### src/core/bor_seq_defs.svh
// Notes on behaviour
// [RULE1] Supply dip drives a whole-device reset pulse
// [RULE2] Clock source follows select and mode fields
// [RULE3] Oscillator mode runs start-up timer, clock held
// [RULE4] With PLL, clock held until lock reads one
// [RULE5] Power-up delay runs alongside clock start-up
// [RULE6] Zero delay plus crystal uses fail-safe delay
// [RULE7] Dip flag in reset cause register bit 1
// [RULE8] Detection stays live in sleep and idle
// [RULE9] Dip flag cleared by zero write or power-on
`ifndef DIP_SEQ_DEFS_SVH
`define DIP_SEQ_DEFS_SVH

// ****************************************
// Timing
// ****************************************
`define CLK_PERIOD_PS 4000
`define RESET_PULSE_NS 40
`define RESET_PULSE_CYC ((`RESET_PULSE_NS * 1000 + `CLK_PERIOD_PS - 1) / `CLK_PERIOD_PS)
`define OSC_STARTUP_CYC 1024
`define POWER_UP_DELAY_US 64
`define FAILSAFE_DELAY_US 2
`define POWER_UP_DELAY_CYC ((`POWER_UP_DELAY_US * 1000000) / `CLK_PERIOD_PS)
`define FAILSAFE_DELAY_CYC ((`FAILSAFE_DELAY_US * 1000000) / `CLK_PERIOD_PS)

// ****************************************
// Register map
// ****************************************
`define REG_RESET_CAUSE 8'h00
`define REG_OSC_CONTROL 8'h04
`define REG_INT_STATUS 8'h08
`define REG_INT_CLEAR 8'h0C
`define REG_INT_ENABLE 8'h10

// ****************************************
// Fields
// ****************************************
`define CAUSE_DIP_BIT 1
`define CAUSE_DIP_LOW_POWER_BIT 3
`define OSC_LOCK_BIT 5
`define INT_DIP_BIT 0
`define INT_RELEASE_BIT 1
`define INT_WIDTH 2

// ****************************************
// Configuration encodings
// ****************************************
`define SEL_FRC_PLL 3'h1
`define SEL_PRIMARY 3'h2
`define SEL_PRIMARY_PLL 3'h3
`define MODE_XT 2'h1
`define MODE_HS 2'h2

`endif

### src/core/bor_seq_pkg.sv
package dip_seq_pkg;

    typedef enum logic [1:0] {
        ST_RUN,
        ST_PULSE,
        ST_WAIT
    } seq_state_e;

    typedef logic [15:0] reg_data_t;

endpackage : dip_seq_pkg

### src/core/brown_out_reset_sequencer.sv
`timescale 1ns/100ps
`include "bor_seq_defs.svh"

module brown_out_reset_sequencer #(
    parameter int POWER_UP_CYC = `POWER_UP_DELAY_CYC,
    parameter int FAILSAFE_CYC = `FAILSAFE_DELAY_CYC
) (
    input wire logic clk,
    input wire logic rst_b,
    input wire logic supply_low,
    input wire logic pll_locked,
    input wire logic low_power_mode,
    input wire logic [2:0] osc_select_cfg,
    input wire logic [1:0] primary_osc_mode_cfg,
    input wire logic power_up_timer_en,
    input wire logic [7:0] addr,
    input wire logic [15:0] wr_data,
    input wire logic wr_en,
    input wire logic rd_en,
    output logic [15:0] rd_data,
    output logic device_reset_b,
    output logic sys_clk_en,
    output logic [2:0] clk_source_sel,
    output logic osc_startup_en,
    output logic irq
);

    // ****************************************
    // Input synchronisers
    // ****************************************
    logic [8:0] sync_a;
    logic [8:0] sync_b;
    logic [8:0] next_sync_a;
    logic [8:0] next_sync_b;

    always_comb
    begin
        next_sync_a = {power_up_timer_en, primary_osc_mode_cfg, osc_select_cfg,
                       low_power_mode, pll_locked, supply_low};
        next_sync_b = sync_a;
    end

    always_ff @(posedge clk or negedge rst_b)
    begin
        if (!rst_b)
        begin
            sync_a <= 9'h000;
            sync_b <= 9'h000;
        end
        else
        begin
            sync_a <= next_sync_a;
            sync_b <= next_sync_b;
        end
    end

    logic dip;
    logic locked;
    logic in_low_power;
    logic [2:0] sel;
    logic [1:0] mode;
    logic pu_timer_on;

    assign dip = sync_b[0];
    assign locked = sync_b[1];
    assign in_low_power = sync_b[2];
    assign sel = sync_b[5:3];
    assign mode = sync_b[7:6];
    assign pu_timer_on = sync_b[8];

    // ****************************************
    // Clock source decode
    // ****************************************
    logic primary_sel;
    logic crystal;
    logic pll_used;

    // [RULE2] Decode source fields
    always_comb
    begin
        primary_sel = (sel == `SEL_PRIMARY) || (sel == `SEL_PRIMARY_PLL);
        crystal = primary_sel && ((mode == `MODE_XT) || (mode == `MODE_HS));
        pll_used = (sel == `SEL_FRC_PLL) || (sel == `SEL_PRIMARY_PLL);
    end

    // ****************************************
    // Reset sequence
    // ****************************************
    dip_seq_pkg::seq_state_e state;
    dip_seq_pkg::seq_state_e next_state;
    logic [31:0] delay_cnt;
    logic [31:0] next_delay_cnt;
    logic [31:0] osc_timer_cnt;
    logic [31:0] next_osc_timer_cnt;
    logic [31:0] pulse_cnt;
    logic [31:0] next_pulse_cnt;
    logic next_device_reset_b;
    logic next_sys_clk_en;
    logic [2:0] next_clk_source_sel;
    logic next_osc_startup_en;
    logic ev_dip;
    logic ev_release;
    logic clock_ready;

    always_comb
    begin
        next_state = state;
        next_delay_cnt = delay_cnt;
        next_osc_timer_cnt = osc_timer_cnt;
        next_pulse_cnt = pulse_cnt;
        next_device_reset_b = device_reset_b;
        next_sys_clk_en = sys_clk_en;
        next_clk_source_sel = clk_source_sel;
        next_osc_startup_en = osc_startup_en;
        ev_dip = 1'b0;
        ev_release = 1'b0;
        clock_ready = 1'b0;
        // [RULE8] Dip seen in any power mode
        if (dip && (state != dip_seq_pkg::ST_PULSE))
        begin
            // [RULE1] Enter reset pulse
            next_state = dip_seq_pkg::ST_PULSE;
            next_device_reset_b = 1'b0;
            next_sys_clk_en = 1'b0;
            next_osc_startup_en = 1'b0;
            next_pulse_cnt = 32'(`RESET_PULSE_CYC);
            ev_dip = 1'b1;
        end
        else
        begin
            unique case (state)
                dip_seq_pkg::ST_RUN:
                begin
                    next_device_reset_b = 1'b1;
                end
                dip_seq_pkg::ST_PULSE:
                begin
                    if (dip)
                    begin
                        next_pulse_cnt = 32'(`RESET_PULSE_CYC);
                    end
                    else if (pulse_cnt > 32'h1)
                    begin
                        next_pulse_cnt = pulse_cnt - 32'h1;
                    end
                    else
                    begin
                        next_state = dip_seq_pkg::ST_WAIT;
                        // [RULE2] Latch chosen source
                        next_clk_source_sel = sel;
                        // [RULE3] Start oscillator timer
                        next_osc_startup_en = crystal;
                        next_osc_timer_cnt = crystal ? 32'(`OSC_STARTUP_CYC) : 32'h0;
                        // [RULE6] Fail-safe delay choice
                        if (!pu_timer_on && crystal)
                        begin
                            next_delay_cnt = 32'(FAILSAFE_CYC);
                        end
                        // [RULE5] Power-up delay load
                        else if (pu_timer_on)
                        begin
                            next_delay_cnt = 32'(POWER_UP_CYC);
                        end
                        else
                        begin
                            next_delay_cnt = 32'h0;
                        end
                    end
                end
                dip_seq_pkg::ST_WAIT:
                begin
                    if (osc_timer_cnt != 32'h0)
                    begin
                        next_osc_timer_cnt = osc_timer_cnt - 32'h1;
                    end
                    if (delay_cnt != 32'h0)
                    begin
                        next_delay_cnt = delay_cnt - 32'h1;
                    end
                    // [RULE3] Hold clock for timer
                    // [RULE4] Hold clock for lock
                    clock_ready = (osc_timer_cnt == 32'h0) && (!pll_used || locked);
                    if (clock_ready)
                    begin
                        next_sys_clk_en = 1'b1;
                        next_osc_startup_en = 1'b0;
                    end
                    // [RULE5] Release after delay
                    if (clock_ready && (delay_cnt == 32'h0))
                    begin
                        next_state = dip_seq_pkg::ST_RUN;
                        next_device_reset_b = 1'b1;
                        ev_release = 1'b1;
                    end
                end
            endcase
        end
    end

    always_ff @(posedge clk or negedge rst_b)
    begin
        if (!rst_b)
        begin
            state <= dip_seq_pkg::ST_RUN;
            delay_cnt <= 32'h0;
            osc_timer_cnt <= 32'h0;
            pulse_cnt <= 32'h0;
            device_reset_b <= 1'b1;
            sys_clk_en <= 1'b1;
            clk_source_sel <= 3'h0;
            osc_startup_en <= 1'b0;
        end
        else
        begin
            state <= next_state;
            delay_cnt <= next_delay_cnt;
            osc_timer_cnt <= next_osc_timer_cnt;
            pulse_cnt <= next_pulse_cnt;
            device_reset_b <= next_device_reset_b;
            sys_clk_en <= next_sys_clk_en;
            clk_source_sel <= next_clk_source_sel;
            osc_startup_en <= next_osc_startup_en;
        end
    end

    // ****************************************
    // Registers and interrupt
    // ****************************************
    logic cause_dip;
    logic cause_dip_low_power;
    logic [`INT_WIDTH-1:0] int_status;
    logic [`INT_WIDTH-1:0] int_enable;
    logic next_cause_dip;
    logic next_cause_dip_low_power;
    logic [`INT_WIDTH-1:0] next_int_status;
    logic [`INT_WIDTH-1:0] next_int_enable;
    logic [`INT_WIDTH-1:0] int_events;
    logic [15:0] next_rd_data;
    logic next_irq;

    always_comb
    begin
        next_cause_dip = cause_dip;
        next_cause_dip_low_power = cause_dip_low_power;
        next_int_status = int_status;
        next_int_enable = int_enable;
        next_rd_data = 16'h0000;
        int_events = '0;
        int_events[`INT_DIP_BIT] = ev_dip;
        int_events[`INT_RELEASE_BIT] = ev_release;
        if (wr_en)
        begin
            unique case (addr)
                `REG_RESET_CAUSE:
                begin
                    // [RULE9] Cleared by zero write
                    if (!wr_data[`CAUSE_DIP_BIT])
                    begin
                        next_cause_dip = 1'b0;
                    end
                    if (!wr_data[`CAUSE_DIP_LOW_POWER_BIT])
                    begin
                        next_cause_dip_low_power = 1'b0;
                    end
                end
                `REG_INT_CLEAR:
                begin
                    next_int_status = int_status & ~wr_data[`INT_WIDTH-1:0];
                end
                `REG_INT_ENABLE:
                begin
                    next_int_enable = wr_data[`INT_WIDTH-1:0];
                end
                default:
                begin
                end
            endcase
        end
        // [RULE7] Set flag, set beats clear
        if (ev_dip)
        begin
            next_cause_dip = 1'b1;
            next_cause_dip_low_power = in_low_power;
        end
        next_int_status = next_int_status | int_events;
        if (rd_en)
        begin
            unique case (addr)
                `REG_RESET_CAUSE:
                begin
                    next_rd_data[`CAUSE_DIP_BIT] = cause_dip;
                    next_rd_data[`CAUSE_DIP_LOW_POWER_BIT] = cause_dip_low_power;
                end
                `REG_OSC_CONTROL:
                begin
                    next_rd_data[`OSC_LOCK_BIT] = locked;
                    next_rd_data[2:0] = clk_source_sel;
                end
                `REG_INT_STATUS:
                begin
                    next_rd_data[`INT_WIDTH-1:0] = int_status;
                end
                `REG_INT_ENABLE:
                begin
                    next_rd_data[`INT_WIDTH-1:0] = int_enable;
                end
                default:
                begin
                end
            endcase
        end
        next_irq = |(next_int_status & next_int_enable);
    end

    always_ff @(posedge clk or negedge rst_b)
    begin
        if (!rst_b)
        begin
            cause_dip <= 1'b0;
            cause_dip_low_power <= 1'b0;
            int_status <= '0;
            int_enable <= '0;
            rd_data <= 16'h0000;
            irq <= 1'b0;
        end
        else
        begin
            cause_dip <= next_cause_dip;
            cause_dip_low_power <= next_cause_dip_low_power;
            int_status <= next_int_status;
            int_enable <= next_int_enable;
            rd_data <= next_rd_data;
            irq <= next_irq;
        end
    end

endmodule : brown_out_reset_sequencer

### config.mk
export PLATFORM = sky130hd
export DESIGN_NAME = brown_out_reset_sequencer
export DESIGN_NICKNAME = d
export VERILOG_FILES = /design/src/core/bor_seq_pkg.sv /design/src/core/brown_out_reset_sequencer.sv
export VERILOG_INCLUDE_DIRS = /design/src /design/src/core
export SDC_FILE = /design/constraint.sdc
export NUM_CORES = 1
export LEC_CHECK = 0
export BUFFER_PORTS_ARGS = -buffer_cell sky130_fd_sc_hd__buf_4
export CAP_MARGIN = 30
export CORE_UTILIZATION = 30
export DETAILED_ROUTE_END_ITERATION = 8
export PLACE_DENSITY = 0.48
export SETUP_SLACK_MARGIN = 0.3
export SYNTH_ARGS = -nofsm -noshare
export SYNTH_HDL_FRONTEND = slang
export SYNTH_SLANG_ARGS = --single-unit
### constraint.sdc
create_clock -name clk -period 2.2 [get_ports clk]
set_input_delay 0.11 -clock clk [delete_from_list [all_inputs] [get_ports clk]]
set_output_delay 0.11 -clock clk [all_outputs]
set_load 0.01 [all_outputs]
Word level (Yosys, flattened, before mapping)
Index checks and enable logic that the tools add are counted.
Widths: inputs -> output; s select.
{"block": "op_classes", "add_sub_neg": 3, "mul": 0, "n_div": 0, "n_lt_le_gt_ge": 1, "n_eq_ne": 22, "shift": 0, "n_mux": 54, "n_bitwise": 7, "reduce_logical": 37}
{"op": "$mux 32", "count": 10}
{"op": "$pmux 32 s2", "count": 2}
{"op": "$sub 32x1->32 const B", "count": 3}
{"op": "$logic_not 32->1", "count": 2}
{"op": "$reduce_bool 32->1", "count": 2}
{"op": "$gt 32x1->1 const B", "count": 1}
{"op": "$mux 14", "count": 2}
{"op": "$mux 1", "count": 25}
{"op": "$eq 8x4->1 const B", "count": 2}
{"op": "$mux 2", "count": 8}
{"op": "$ne 3x3->1 const B", "count": 4}
{"op": "$reduce_and 4->1", "count": 3}
{"op": "$reduce_bool 2->1", "count": 6}
{"op": "$mux 11", "count": 1}
{"op": "$reduce_and 5->1", "count": 2}
{"op": "$reduce_bool 3->1", "count": 3}
{"op": "$eq 8x3->1 const B", "count": 1}
{"op": "$eq 8x5->1 const B", "count": 1}
{"op": "$logic_not 8->1", "count": 1}
{"op": "$ne 2x2->1 const B", "count": 4}
{"op": "$eq 3x2->1 const B", "count": 2}
{"op": "$ne 2x1->1 const B", "count": 3}
{"op": "$reduce_and 2->1", "count": 3}
{"op": "$reduce_and 3->1", "count": 2}
{"op": "17 further kinds", "count": 31}
{"block": "word_totals", "ff_bits": 134, "latch_bits": 0, "ram_bits": 0, "romBits": 0, "output_inout_bits": 23, "word_cells": 140, "memories": 0}

Logic depth before layout (Yosys ltp)
{"block": "depth", "ltp_word": 12, "depth_mapped": 10, "mapped_depth_nobuf": 8}

Worst setup path before layout
Ideal clock, no wire load.
{"block": "synth_timing", "path_kind": "register -> register", "startpoint": "reg delay_cnt[0]", "endpoint": "reg delay_cnt[18]", "arrival_time_ns": 2.372, "setup_slack_ns": -0.249, "stages_incl_launch_ff": 9, "synth_period_minus_slack_ns": 2.449, "path_cell_list": "dfrtp_1 inv_1 ha_1 or4b_2 or2_1 nor3_2 nand3_1 or3_1 a21oi_1"}
{"block": "synth_via", "elab_chain_len": 3, "word_cells_on_any_way": 6}
{"item": "from (decl)", "line": "brown_out_reset_sequencer.sv:91", "text": "logic [31:0] delay_cnt;"}
{"item": "from (signal assigned)", "line": "brown_out_reset_sequencer.sv:216", "text": "delay_cnt <= next_delay_cnt;"}
{"item": "$sub 32x1->32 or $reduce_bool 32->1 (tied branches)", "line": "brown_out_reset_sequencer.sv:178, brown_out_reset_sequencer.sv:176"}
{"item": "$mux 32 or $ne 2x2->1 (tied branches)"}
{"item": "$pmux 32 s2 or $reduce_and 5->1 (tied branches)"}
Several ways; a longest one is shown, not always the timed one. The select of a mux whose other input is x is not followed.
A chain may end at the register's enable or synchronous reset.

Worst setup path after layout
{"block": "layout_timing", "startpoint": "reg pulse_cnt[2]", "endpoint": "reg pulse_cnt[10]"}
{"block": "layout_via", "elab_chain_len": 5, "word_cells_on_any_way": 8}
{"item": "from (decl)", "line": "brown_out_reset_sequencer.sv:95", "text": "logic [31:0] pulse_cnt;"}
{"item": "from (signal assigned)", "line": "brown_out_reset_sequencer.sv:218", "text": "pulse_cnt <= next_pulse_cnt;"}
{"item": "$sub 32x1->32", "line": "brown_out_reset_sequencer.sv:144", "text": "next_pulse_cnt = pulse_cnt - 32'h1;"}
{"item": "$mux 32", "line": "brown_out_reset_sequencer.sv:142", "text": "else if (pulse_cnt > 32'h1)"}
{"item": "$mux 32", "line": "brown_out_reset_sequencer.sv:138", "text": "if (dip)"}
{"item": "$mux 32", "line": "brown_out_reset_sequencer.sv:131", "text": "unique case (state)"}
{"item": "$mux 32", "line": "brown_out_reset_sequencer.sv:119", "text": "if (dip && (state != dip_seq_pkg::ST_PULSE))"}
Several ways; a longest one is shown, not always the timed one. The select of a mux whose other input is x is not followed.

==> results.toml <==
[sta]
fin_skew_ns = 0.00793
period_needed_ns = 2.34
slew_viol_final = 0
fmax_ghz = 0.428
fin_tns_setup_ns = -5.27
rsz0062_at_grt = "yes"
hold_viol_final = 0
finalSetupViolCount = 81
relSlewSlack_pct = 51.4
layout_setup_ws_ns = -0.139
fin_crit_sh_pct = 106
worst_pin_slew_ns = 0.719

[yosys]
ys_async_sr_fraction_pct = 100
synthCells = 701
synthTopCellsByArea = "dfrtp_1 49%, nor2_1 5.2%, xor2_1 3.7%, xnor2_1 3.3%, nor3_1 2.6%"
syn_area_um2 = 6810
synth.distinct_cells = 63
yosysTopAreaCell = "dfrtp_1"
synth_seq_area_share_pct = 49.3
synth_top_area_share_pct = 48.5
ys_ff_latch = 134
synth.most_common_cell = "dfrtp_1"
synthTopCellsByCount = "132 x dfrtp_1, 95 x nor2_1, 44 x nand2_1"
syn_avg_cell_area_um2 = 9.71
synth_edf_count = 0
synth_top_flop_cell = "dfrtp_1"
ys_warn_count = 0

[route]
drt_iter0_markers = 316
ant_nets = 0
drt_wl_total_mm = 20.0
vias = 6154
vias_per_cell = 5.04
wire_per_inst_um = 16.4
dr.pass1.iters = 6
route.detailed.drc = 0

[worst_hold_path]
hold_path_end = "cause_dip"
hold_depth = 4
hold_class = "primary input to flip-flop"
hold_start = "wr_en"

[setup_path]
worstPathArrival_ns = 2.68
rrSetupSlack_ns = -0.14
reg2reg_to = "pulse_cnt[10]"
r2r_start = "pulse_cnt[2]"
crit_path_end_kind = "flip-flop"
cp.required_ns = 2.54
critPathKind = "flip-flop to flip-flop"
r2r_cells = 5
crit_fanout = 4
start_kind = "flip-flop"

[clocking]
cts_tree = "yes"
cts.root.buffer_cell = "clkbuf_16"
clkTransAtPathRegs_ns = 0.06
clock_latency_ns = 0.42
htreeDepth = 4
clock_path_buffers = 2
cts_sinks = 134
cts_buffers = 17

[global_route]
grt_pass1_vias = 6316
antenna_found_initial = 0
grt_start_max_net_pins = 52
grtUsageTotal_pct = 17.2
grt_pass1_wl_mm = 32.0
grt-ovfl-total = 0

[finish]
layout.nets = 971
utilization_pct = 49.0
antenna_cells = 0
drive_gt1_share_pct = 45.4
syn2layout_area_growth_pct = 58.5

[power_and_ir_drop]
pwr_density_cell_nw_per_um2 = 1070
vdd_drop_max_mv = 0.695
p_leak_nw = 4.76

[placement]
dp_slack_ns = -0.217
gp_congestion = 0.842
port_buffers = 35
hpwl_mm = 12.7

[flow_run]
cap_violations = 0

[floorplanning]
dieArea_um2 = 23300
die_y_um = 153
die_w_um = 153
rows = 54
pin_count = 60
start_util_pct = 30.9
core-area_um2 = 22000

[run_status]
violations = "negative setup slack"
status = "complete, but fails checks"
[layout by cell type, fill, tap and decap left out, drive strengths merged, types with 4 or more instances in the layout]
master       count
a31oi            5
conb            11
bufinv           6
buf            221
nand3           27
nand4b           4
or3             29
dlygate4sd3     14
xor2            29
nand2           44
and2             5
or4             22
or2              6
nor2            97
mux2i           15
nand4           14
a21oi           22
o31ai            5
nor2b            6
clkbuf          21
o211ai           7
nand3b           8
nor3            42
and3             6
nand2b          10
ha               6
xnor2           26
nor4            29
o21ai           24
dfrtp          132
inv             11
[critical path, cell delays in order (launching register included)]
cell,delay [ns]
dfrtp_1,0.38
or4_4,0.57
or3_4,0.37
or4_4,0.49
or3_1,0.32
a21oi_1,0.13
[how the worst max path moves through the flow]
stage,start,to,cells after the start
floorplan,osc_timer_cnt[14],osc_timer_cnt[26],7
global placement,osc_timer_cnt[27],device_reset_b,6
detailed placement,osc_timer_cnt[14],device_reset_b,6
CTS,osc_timer_cnt[14],device_reset_b,7
global route,osc_timer_cnt[14],osc_timer_cnt[27],7
finish,pulse_cnt[2],pulse_cnt[10],5
[power breakdown]
part | switching (W) | total [W] | internal, W | leakage, nW
clock | 0.00112 | 0.00332 | 0.00220 | 0.332
combinational | 0.00259 | 0.00523 | 0.00263 | 2.65
sequential | 0.000237 | 0.00301 | 0.00277 | 1.78
total | 0.00395 | 0.0116 | 0.00760 | 4.76
[per-layer routing]
metal  global-route usage [%]  part of all wire, %  vias to the layer above  routed length (um)
met1                     21.6                   45                     3085                9000
met2                     30.1                   51                       95               10200
met3                     2.87                  3.0                       12                 600
li1                         -                    -                     2962                   -
met4                     5.63                 0.86                        0                 172
met5                        0                    0                        -                   0
[stage by stage]
step | instances | hold slack, ns | total power [W] | instance area, um^2
global placement | 1126 | 0.0686 | 0.00681 | 8740
floorplan | 711 | -0.186 | 0.00542 | 7310
CTS | 1203 | 0.0377 | 0.0112 | 10300
global route | 1221 | 0.0594 | 0.0122 | 10800
finish | 1221 | 0.0602 | 0.0116 | 10800
detailed placement | 1126 | 0.0724 | 0.00688 | 8740
[registers in the layout, summed over array words and instances (netlist names), 2 cells and up]
signal,cells
rd_data,5
int_status,2
pulse_cnt,32
next_sync_b,9
state,2
osc_timer_cnt,32
delay_cnt,32
clk_source_sel,3
sync_b,9
int_enable,2
[logic make-up after synthesis]
group / after synthesis / share of synthesized area, %
AOI/OAI and AO/OA: 83 / 7.63
xor gates and xnor gates: 55 / 7.07
adders and majority gates: 6 / 1.10
buffers and inverters: 49 / 3.84
DFF: 134 / 49.3
muxes: 16 / 2.37
other: 1 / 0.0551
and+or+nand+nor: 357 / 28.6
[layout make-up]
type                       count  area, um^2
clock buffer                  21         460
clock inverter                11         220
fill                        1931       11200
inverter                       9        33.8
multi-input combinational    531        4190
sequential                   134        3360
tap                          280         350
timing repair buffer         235        2180
[timing repair]
item / 4_1_cts / 5_1_grt
resized for setup: 88 / 80
hold buffers: 14 / 0
cloned: 6 / 3
pin swaps: 38 / 34
endpoints found under the hold margin: 59 / 0
buffers inserted: 25 / 15
endpoints found under the setup margin: 106 / 106
Note: power is estimated with default switching activity, not from simulation.
